File: src/design/irq_ext_defs.svh
// Purpose: named constants of the extended interrupt enable/priority block
// Assumes: 8-bit special function register space
// Notes: offsets are byte addresses in that space
`ifndef IRQ_EXT_DEFS_SVH
`define IRQ_EXT_DEFS_SVH

`define ADDR_ENABLE_ONE 8'he6
`define ADDR_ENABLE_TWO 8'he7
`define ADDR_PRIORITY_ONE 8'hf6
`define ADDR_PRIORITY_TWO 8'hf7
`define ADDR_EXT_CONFIG 8'he4
`define ADDR_TIMER_CONTROL 8'h88
`define PAGE_EXT_CONFIG 8'h00

`define RESET_REG 8'h00
`define RESET_EXT_CONFIG 8'h01
`define RESET_TIMER_CONTROL_REG_LOW 4'h0
// pins idle high under their pull-ups
`define RESET_PINS 9'h1ff
`define RESET_REQ 14'h0000

`define MASK_ONE 8'hfd
`define MASK_TWO 8'h3b
`define ZERO_HIGH_NIBBLE 4'h0

`endif

File: src/design/irq_ext_pkg.sv
// Purpose: types of the extended interrupt enable/priority block
// Assumes: field order follows the register bit layout, msb first
// Notes: none
package irq_ext_pkg;

  // bit 7 down to bit 0 of enable/priority register one
  typedef struct packed {
    logic timer3;
    logic comparator1;
    logic comparator0;
    logic counter_array;
    logic conversion_done;
    logic window_compare;
    logic reserved1;
    logic smbus_a;
  } group_one_t;

  // bit 7 down to bit 0 of enable/priority register two
  typedef struct packed {
    logic [1:0] unused;
    logic timer5;
    logic timer4;
    logic smbus_b;
    logic reserved2;
    logic uart_b;
    logic level_input;
  } group_two_t;

  typedef struct packed {
    logic ext_b_polarity;
    logic [2:0] ext_b_pin_select;
    logic ext_a_polarity;
    logic [2:0] ext_a_pin_select;
  } ext_config_t;

  // bits 3 down to 0 of the timer control register
  typedef struct packed {
    logic ext_b_pending;
    logic ext_b_edge_mode;
    logic ext_a_pending;
    logic ext_a_edge_mode;
  } timer_control_reg_low_t;

  typedef struct packed {
    logic timer3_low_overflow;
    logic timer3_high_overflow;
    logic comparator1_rise_flag;
    logic comparator1_fall_flag;
    logic comparator0_rise_flag;
    logic comparator0_fall_flag;
    logic counter_array_flag;
    logic conversion_done_flag;
    logic window_compare_flag;
    logic smbus_a_flag;
    logic timer4_low_overflow;
    logic timer4_high_overflow;
    logic timer5_low_overflow;
    logic timer5_high_overflow;
    logic smbus_b_flag;
    logic uart_b_flag;
  } source_flags_t;

  typedef struct packed {
    group_one_t enable_one;
    group_two_t enable_two;
    group_one_t priority_one;
    group_two_t priority_two;
    ext_config_t ext_config;
    timer_control_reg_low_t timer_control_reg_low;
    logic [8:0] sync1;
    logic [8:0] sync2;
    logic [8:0] sync3;
    logic [8:0] pins;
    logic ext_a_active_d;
    logic ext_b_active_d;
    logic [7:0] read_data;
    logic [13:0] request;
    logic [13:0] request_priority;
  } state_t;

endpackage

File: src/design/ext_interrupt_enable_priority.sv
// Purpose: extended interrupt masking and priority, external input sensing
// Assumes: single system clock; core drives one-cycle register strobes
// Notes: read data appears one clock after the read strobe
//
// Summary of operation
// (RL1) enable register one, all pages, reset zero
// (RL2) timer 3 request from low or high overflow
// (RL3) comparator 1 rise or fall flag gated
// (RL4) comparator 0 rise or fall flag gated
// (RL5) conversion done and window compare gated
// (RL6) reserved bit 1 reads zero; software writes zero
// (RL7) priority one mirrors enable one, reset zero
// (RL8) enable register two bits, reset zero
// (RL9) bits 7:6 of group two read zero
// (RL10) timer 4 and 5 from either overflow
// (RL11) bit 0 gates level input request
// (RL12) priority two mirrors enable two
// (RL13) edge or level mode, selectable polarity
// (RL14) pins sampled without disturbing crossbar
// (RL15) pending flags at timer control bits 1, 3
// (RL16) edge pending cleared on vector entry
// (RL17) level pending follows active input
// (RL18) level source holds input until recognised
// (RL19) config bits 7 and 3 set polarity
// (RL20) pin select field n picks pin n
// (RL21) request needs flag, enable, global enable
`include "irq_ext_defs.svh"
`timescale 1ns/1ps
`default_nettype none

module ext_interrupt_enable_priority
  import irq_ext_pkg::*;
(
  input wire logic clk_sys,
  input wire logic rst,
  input wire logic [7:0] sfr_addr,
  input wire logic [7:0] sfr_page,
  input wire logic sfr_wr,
  input wire logic sfr_rd,
  input wire logic [7:0] sfr_wdata,
  output logic [7:0] sfr_rdata,
  input wire logic [7:0] port0_pins,
  input wire logic level_input_c,
  input wire source_flags_t source_flags,
  input wire logic global_enable,
  input wire logic ext_a_vector_ack,
  input wire logic ext_b_vector_ack,
  output logic ext_a_pending,
  output logic ext_b_pending,
  output logic [13:0] irq_request,
  output logic [13:0] irq_priority
);

  state_t state;
  state_t next_state;

  // active level of the selected port 0 pin under the chosen polarity
  function automatic logic pin_active(input logic [7:0] pins, input logic [2:0] sel,
                                      input logic pol);
    pin_active = ~(pins[sel] ^ pol);
  endfunction

  // edge pending: a vector entry or software clear loses to a new edge
  function automatic logic edge_pending(input logic old_flag, input logic edge_seen,
                                        input logic ack, input logic wr_hit,
                                        input logic wr_value);
    logic kept;
    kept = wr_hit ? wr_value : (old_flag & ~ack);
    edge_pending = kept | edge_seen;
  endfunction

  logic hit_en1;
  logic hit_en2;
  logic hit_pr1;
  logic hit_pr2;
  logic hit_cfg;
  logic hit_timer_control_reg;
  logic act_a;
  logic act_b;
  logic edge_a;
  logic edge_b;
  group_one_t flags_one;
  group_two_t flags_two;

  always_comb begin
    next_state = state;
    hit_en1 = sfr_addr == `ADDR_ENABLE_ONE;
    hit_en2 = sfr_addr == `ADDR_ENABLE_TWO;
    hit_pr1 = sfr_addr == `ADDR_PRIORITY_ONE;
    hit_pr2 = sfr_addr == `ADDR_PRIORITY_TWO;
    hit_cfg = (sfr_addr == `ADDR_EXT_CONFIG) && (sfr_page == `PAGE_EXT_CONFIG);
    hit_timer_control_reg = sfr_addr == `ADDR_TIMER_CONTROL;

    // (RL1) all-page register writes
    // (RL6) reserved bits forced to zero
    if (sfr_wr && hit_en1) begin
      next_state.enable_one = group_one_t'(sfr_wdata & `MASK_ONE);
    end
    // (RL7) priority one writes
    if (sfr_wr && hit_pr1) begin
      next_state.priority_one = group_one_t'(sfr_wdata & `MASK_ONE);
    end
    // (RL8) enable two writes
    // (RL9) upper bits ignored
    if (sfr_wr && hit_en2) begin
      next_state.enable_two = group_two_t'(sfr_wdata & `MASK_TWO);
    end
    // (RL12) priority two writes
    if (sfr_wr && hit_pr2) begin
      next_state.priority_two = group_two_t'(sfr_wdata & `MASK_TWO);
    end
    // (RL19) polarity and pin select
    if (sfr_wr && hit_cfg) begin
      next_state.ext_config = ext_config_t'(sfr_wdata);
    end
    if (sfr_wr && hit_timer_control_reg) begin
      next_state.timer_control_reg_low.ext_a_edge_mode = sfr_wdata[0];
      next_state.timer_control_reg_low.ext_b_edge_mode = sfr_wdata[2];
    end

    // (RL14) read-only sampling, pins never driven
    next_state.sync1 = {level_input_c, port0_pins};
    next_state.sync2 = state.sync1;
    next_state.sync3 = state.sync2;
    next_state.pins = (~(state.sync2 ^ state.sync3) & state.sync3)
                    | ((state.sync2 ^ state.sync3) & state.pins);

    // (RL20) pin select
    // (RL13) polarity applied
    act_a = pin_active(state.pins[7:0], state.ext_config.ext_a_pin_select,
                       state.ext_config.ext_a_polarity);
    act_b = pin_active(state.pins[7:0], state.ext_config.ext_b_pin_select,
                       state.ext_config.ext_b_polarity);
    edge_a = act_a & ~state.ext_a_active_d;
    edge_b = act_b & ~state.ext_b_active_d;
    next_state.ext_a_active_d = act_a;
    next_state.ext_b_active_d = act_b;

    // (RL15) pending flags in timer control
    // (RL16) edge pending cleared on vector
    // (RL17) level pending tracks input
    if (state.timer_control_reg_low.ext_a_edge_mode) begin
      next_state.timer_control_reg_low.ext_a_pending = edge_pending(state.timer_control_reg_low.ext_a_pending, edge_a,
                                                       ext_a_vector_ack, sfr_wr && hit_timer_control_reg,
                                                       sfr_wdata[1]);
    end else begin
      next_state.timer_control_reg_low.ext_a_pending = act_a;
    end
    if (state.timer_control_reg_low.ext_b_edge_mode) begin
      next_state.timer_control_reg_low.ext_b_pending = edge_pending(state.timer_control_reg_low.ext_b_pending, edge_b,
                                                       ext_b_vector_ack, sfr_wr && hit_timer_control_reg,
                                                       sfr_wdata[3]);
    end else begin
      next_state.timer_control_reg_low.ext_b_pending = act_b;
    end

    // (RL2) timer 3 either overflow
    // (RL3) comparator 1 either edge
    // (RL4) comparator 0 either edge
    // (RL5) converter flags
    flags_one.timer3 = source_flags.timer3_low_overflow | source_flags.timer3_high_overflow;
    flags_one.comparator1 = source_flags.comparator1_rise_flag
                          | source_flags.comparator1_fall_flag;
    flags_one.comparator0 = source_flags.comparator0_rise_flag
                          | source_flags.comparator0_fall_flag;
    flags_one.counter_array = source_flags.counter_array_flag;
    flags_one.conversion_done = source_flags.conversion_done_flag;
    flags_one.window_compare = source_flags.window_compare_flag;
    flags_one.reserved1 = 1'b0;
    flags_one.smbus_a = source_flags.smbus_a_flag;
    // (RL10) timers 4 and 5 either overflow
    // (RL11) level input request
    flags_two.unused = 2'b00;
    flags_two.timer5 = source_flags.timer5_low_overflow | source_flags.timer5_high_overflow;
    flags_two.timer4 = source_flags.timer4_low_overflow | source_flags.timer4_high_overflow;
    flags_two.smbus_b = source_flags.smbus_b_flag;
    flags_two.reserved2 = 1'b0;
    flags_two.uart_b = source_flags.uart_b_flag;
    // (RL18) level source relied on to hold input
    flags_two.level_input = ~state.pins[8];

    // (RL21) flag and enable and global enable
    next_state.request = {6'(flags_two & state.enable_two), 8'(flags_one & state.enable_one)}
                       & {14{global_enable}};
    next_state.request_priority = {6'(state.priority_two), 8'(state.priority_one)};

    if (sfr_rd) begin
      if (hit_en1) begin
        next_state.read_data = state.enable_one;
      end else if (hit_en2) begin
        next_state.read_data = state.enable_two;
      end else if (hit_pr1) begin
        next_state.read_data = state.priority_one;
      end else if (hit_pr2) begin
        next_state.read_data = state.priority_two;
      end else if (hit_cfg) begin
        next_state.read_data = state.ext_config;
      end else if (hit_timer_control_reg) begin
        next_state.read_data = {`ZERO_HIGH_NIBBLE, state.timer_control_reg_low};
      end else begin
        next_state.read_data = `RESET_REG;
      end
    end
  end

  always_ff @(posedge clk_sys or posedge rst) begin
    if (rst) begin
      state <= '0;
      state.enable_one <= group_one_t'(`RESET_REG);
      state.enable_two <= group_two_t'(`RESET_REG);
      state.priority_one <= group_one_t'(`RESET_REG);
      state.priority_two <= group_two_t'(`RESET_REG);
      state.ext_config <= ext_config_t'(`RESET_EXT_CONFIG);
      state.timer_control_reg_low <= timer_control_reg_low_t'(`RESET_TIMER_CONTROL_REG_LOW);
      state.sync1 <= `RESET_PINS;
      state.sync2 <= `RESET_PINS;
      state.sync3 <= `RESET_PINS;
      state.pins <= `RESET_PINS;
      state.request <= `RESET_REQ;
    end else begin
      state <= next_state;
    end
  end

  assign sfr_rdata = state.read_data;
  assign ext_a_pending = state.timer_control_reg_low.ext_a_pending;
  assign ext_b_pending = state.timer_control_reg_low.ext_b_pending;
  assign irq_request = state.request;
  assign irq_priority = state.request_priority;
endmodule

`default_nettype wire

File: config.mk
export PLATFORM = sky130hd
export DESIGN_NAME = ext_interrupt_enable_priority
export DESIGN_NICKNAME = d
export VERILOG_FILES = /design/src/design/irq_ext_pkg.sv /design/src/design/ext_interrupt_enable_priority.sv
export VERILOG_INCLUDE_DIRS = /design/src /design/src/design
export SDC_FILE = /design/constraint.sdc
export NUM_CORES = 1
export LEC_CHECK = 0
export BUFFER_PORTS_ARGS = -buffer_cell sky130_fd_sc_hd__buf_2
export CAP_MARGIN = 25
export CORE_AREA = 2 2 106 108
export CTS_BUF_LIST = sky130_fd_sc_hd__clkbuf_16
export DETAILED_ROUTE_END_ITERATION = 8
export DIE_AREA = 0 0 108 110
export PLACE_DENSITY = 0.58
export SLEW_MARGIN = 20
export SYNTH_ARGS = -nofsm -noshare
export SYNTH_HDL_FRONTEND = slang
export SYNTH_SLANG_ARGS = --single-unit
File: constraint.sdc
create_clock -name clk_sys -period 3.31 [get_ports clk_sys]
set_input_delay 0.1655 -clock clk_sys [delete_from_list [all_inputs] [get_ports clk_sys]]
set_output_delay 0.1655 -clock clk_sys [all_outputs]
set_load 0.02 [all_outputs]
==> flow_metrics.py <==
metrics = {
    "outcome": {
        "status": "completed",
    },
    "synth": {
        "yosysTopAreaCell": "dfrtp_1",
        "netlist_top_cells_area": "dfrtp_1 (40%), dfstp_2 (22%), mux2_2 (10%), buf_4 (6.2%), maj3_1 (2.1%)",
        "ys_warn_count": 0,
        "synthCells": 301,
        "synth_top_area_share_pct": 39.70,
        "ys_seq_elements": 106,
        "synthArstFlopShare_pct": 100.0,
        "synth_edf_count": 0,
        "yosysSeqAreaShare_pct": 62.05,
        "synth.avg_cell_area_um2": 14.45,
        "synthesis.area_um2": 4349,
        "ys_types": 49,
        "synthFlopType": "dfrtp_1",
    },
    "setup_path": {
        "r2r_start": "state[83]$_DFFE_PP0P_",
        "crit_path_end_kind": "register",
        "path_class": "register to register",
        "critPathLaunch": "state[83]$_DFFE_PP0P_",
        "cp_data_required_time_ps": 3580,
        "startpoint_type": "register",
        "path_max_fanout": 4,
        "worst_ep_arrival_time_ps": 1990,
    },
    "hold_path": {
        "hp-start": "source_flags[5]",
        "hp-class": "primary input to register",
    },
    "clocking": {
        "clkSinkCount": 106,
        "cts_buffer_depth": 2,
        "h-tree-depth": 3,
        "clk_pin_slew_ps": 60,
        "clk_root_buffer_cell": "clkbuf_16",
        "cts_tree": "done",
        "cts_inserted_buffers": 9,
        "post_cts_buffers": 0,
        "insertion_delay_ps": 330,
    },
    "power": {
        "p_int_uw": 2059,
        "irDropWorstVdd_mv": 0.2937,
        "power_density_nw_per_um2": 520.3,
        "sw_frac_of_total_pct": 22.28,
        "combPwrFrac_pct": 7.4,
        "p_leak_uw": 0.002522,
        "power.share.sequential_pct": 53.3,
        "p_total_uw": 2650,
        "p_sw_uw": 590.3,
        "p_clk_share_pct": 39.3,
    },
    "timing": {
        "fin_crit_sh_pct": 51.84,
        "tns_ps": 0,
        "slew-limit-headroom_pct": 39.42,
        "hold_viol_final": 0,
        "setup_slack_ps": 1594,
        "rsz0062_at_grt": "false",
        "worst_slew_pin_slew_ps": 896.5,
        "maxSlewViolCount": 0,
        "fin_crit_ps": 1716,
        "finalClockSkew_ps": 7.035,
        "setup_viol": 0,
        "fmax_ghz": 0.5828,
    },
    "detailed_routing": {
        "routedWlPerCell_um": 16.79,
        "drc_errors": 0,
        "drt_first_pass_iters": 4,
        "vias_per_cell": 5.014,
        "antenna_left": 0,
        "drt_iter0_drc": 71,
        "drt_wl_total_um": 8680,
        "vias": 2592,
    },
    "floorplanning": {
        "initial_core_util_pct": 40.65,
        "coreArea_um2": 10700,
        "rows": 38,
        "die_area_um2": 11880,
        "die_width_um": 108,
        "die_y_um": 110,
        "io_pins": 94,
    },
    "finish": {
        "final_cells": 517,
        "register_area_um2": 2699,
        "drive_gt1_share_pct": 51.99,
        "fill_cells": 969,
        "nNetsFinal": 428,
        "multi_input_area_um2": 1335,
        "areaGrowthSynthToFinish_pct": 17.09,
        "insertedDiodeCount": 0,
    },
    "grt": {
        "grt_pass1_wl_um": 13510,
        "antenna_found_initial": 0,
        "grt_pass1_vias": 2608,
        "grt_max_degree": 52,
        "grtUsageTotal_pct": 15.19,
        "grt_overflow": 0,
    },
    "flow_run": {
        "maxCapViolCount": 0,
    },
    "place": {
        "dp_hpwl_um": 6410,
        "gp_congestion": 0.8060,
        "dp_cells": 491,
        "pre_cts_slack_ps": 1329,
        "io_buffers": 89,
    },
}
## kinds of logic (layout without fill, tap and decap cells)
kind of cell	count (synthesis)	in the layout	share of synthesized area, %
flops	106	106	62.05
fa+ha+maj	9	9	2.071
simple gates	51	51	8.228
compound gates	34	34	6.070
xor+xnor	2	2	0.4028
other cells	1	4	0.08622
mux	49	49	13.58
buf+inv	49	122	7.509
## power groups by stage
stage               sequential [uW]  clock (uW)  combinational [uW]
floorplan                      1420           0                 131
global placement               1430           0                 187
detailed placement             1440           0                 191
CTS                            1410        1070                 200
global route                   1420        1130                 217
finish                         1410        1040                 195
## synthesized netlist by cell type (2+ instances only)
master    count
dfrtp_1      69
mux2_2       40
dfstp_2      37
buf_4        36
and3_1       10
maj3_1        9
a22o_1        6
clkbuf_1      6
inv_1         5
mux2i_1       5
nand2_1       5
nor2_1        5
nor2b_1       5
o211a_1       5
a31oi_1       4
mux4_2        4
nand3_1       4
o21ai_0       4
a211oi_1      3
a21oi_1       2
a22oi_1       2
a32oi_1       2
nand4_1       2
nor3b_1       2
nor4_2        2
o221ai_1      2
o22ai_1       2
xor2_1        2
## critical path, stage by stage (launching register included)
cell and delay [ps]:
dfrtp_1 500, mux4_2 550, mux2i_1 180, xor2_1 260, a22o_1 170
## through the flow
step | area, um2 | hold WS (ps) | util, %
after CTS | 5092 | 50.76 | 47.60
final | 5092 | 59.32 | 47.60
after global routing | 5092 | 65.89 | 47.60
after floorplan | 4360 | 170.0 | -
after global placement | 4691 | 270.5 | 43.85
after detailed placement | 4691 | 271.6 | 43.85
## area by class of cell
cell class                      instances  share of cell area (%)
Inverter                                5                  0.4177
Clock inverter                          5                  0.5160
Multi-Input combinational cell        149                   26.22
Clock buffer                           11                   5.405
Timing Repair Buffer                  101                   11.01
Sequential cell                       106                   53.00
Tap cell                              140                   3.440
## flip-flops by register name, summed over array words and instances (netlist names), named ones only
name / count
ext_a_pending: 1
ext_b_pending: 1
irq_priority: 12
irq_request: 12
next_state: 30
sfr_rdata: 8
state: 33
## layer usage
metal  track usage (%)  up-vias  wire length [um]
met5                 0        -                 0
met4             5.678        0               163
met3             2.998       13               427
met2             27.00       81              4450
met1             18.35     1309              3638
li1                  -     1189                 -
## cell usage in the layout (no fill, tap or decap), types with 3 or more instances in the layout
master,count
maj3_1,9
mux2_2,40
nand2_1,5
inv_1,6
mux4_2,4
nand3_1,4
nor2b_1,5
a22o_1,6
mux2i_1,5
dfrtp_1,69
nor2_1,5
dfstp_2,37
a211oi_1,3
o211a_1,5
dlygate4sd3_1,10
buf_2,89
o21ai_0,4
clkbuf_16,11
and3_1,10
conb_1,4
a31oi_1,4
## repair_timing
item,in CTS,in global routing
resized for setup,0,0
endpoints found under the hold margin,51,0
hold buffers,10,0
## path summary, 6_finish.rpt
| check | to | slack, ps | depth (start not counted) |
|---|---|---|---|
| max | ext_b_pending$_DFF_PP0_ | 1590 | 4 |
| min | irq_request[12]$_DFF_PP0_ | 60 | 2 |
| max reg2reg | ext_b_pending$_DFF_PP0_ | 1590 | 4 |
| min reg2reg | next_state[47]$_DFF_PP1_ | 360 | 0 |
| max in group asynchronous | state[78]$_DFFE_PP1P_ | 2020 | 4 |
| min in group asynchronous | state[76]$_DFFE_PP0P_ | 460 | 3 |
No activity file was read; power rests on OpenSTA's default activity.
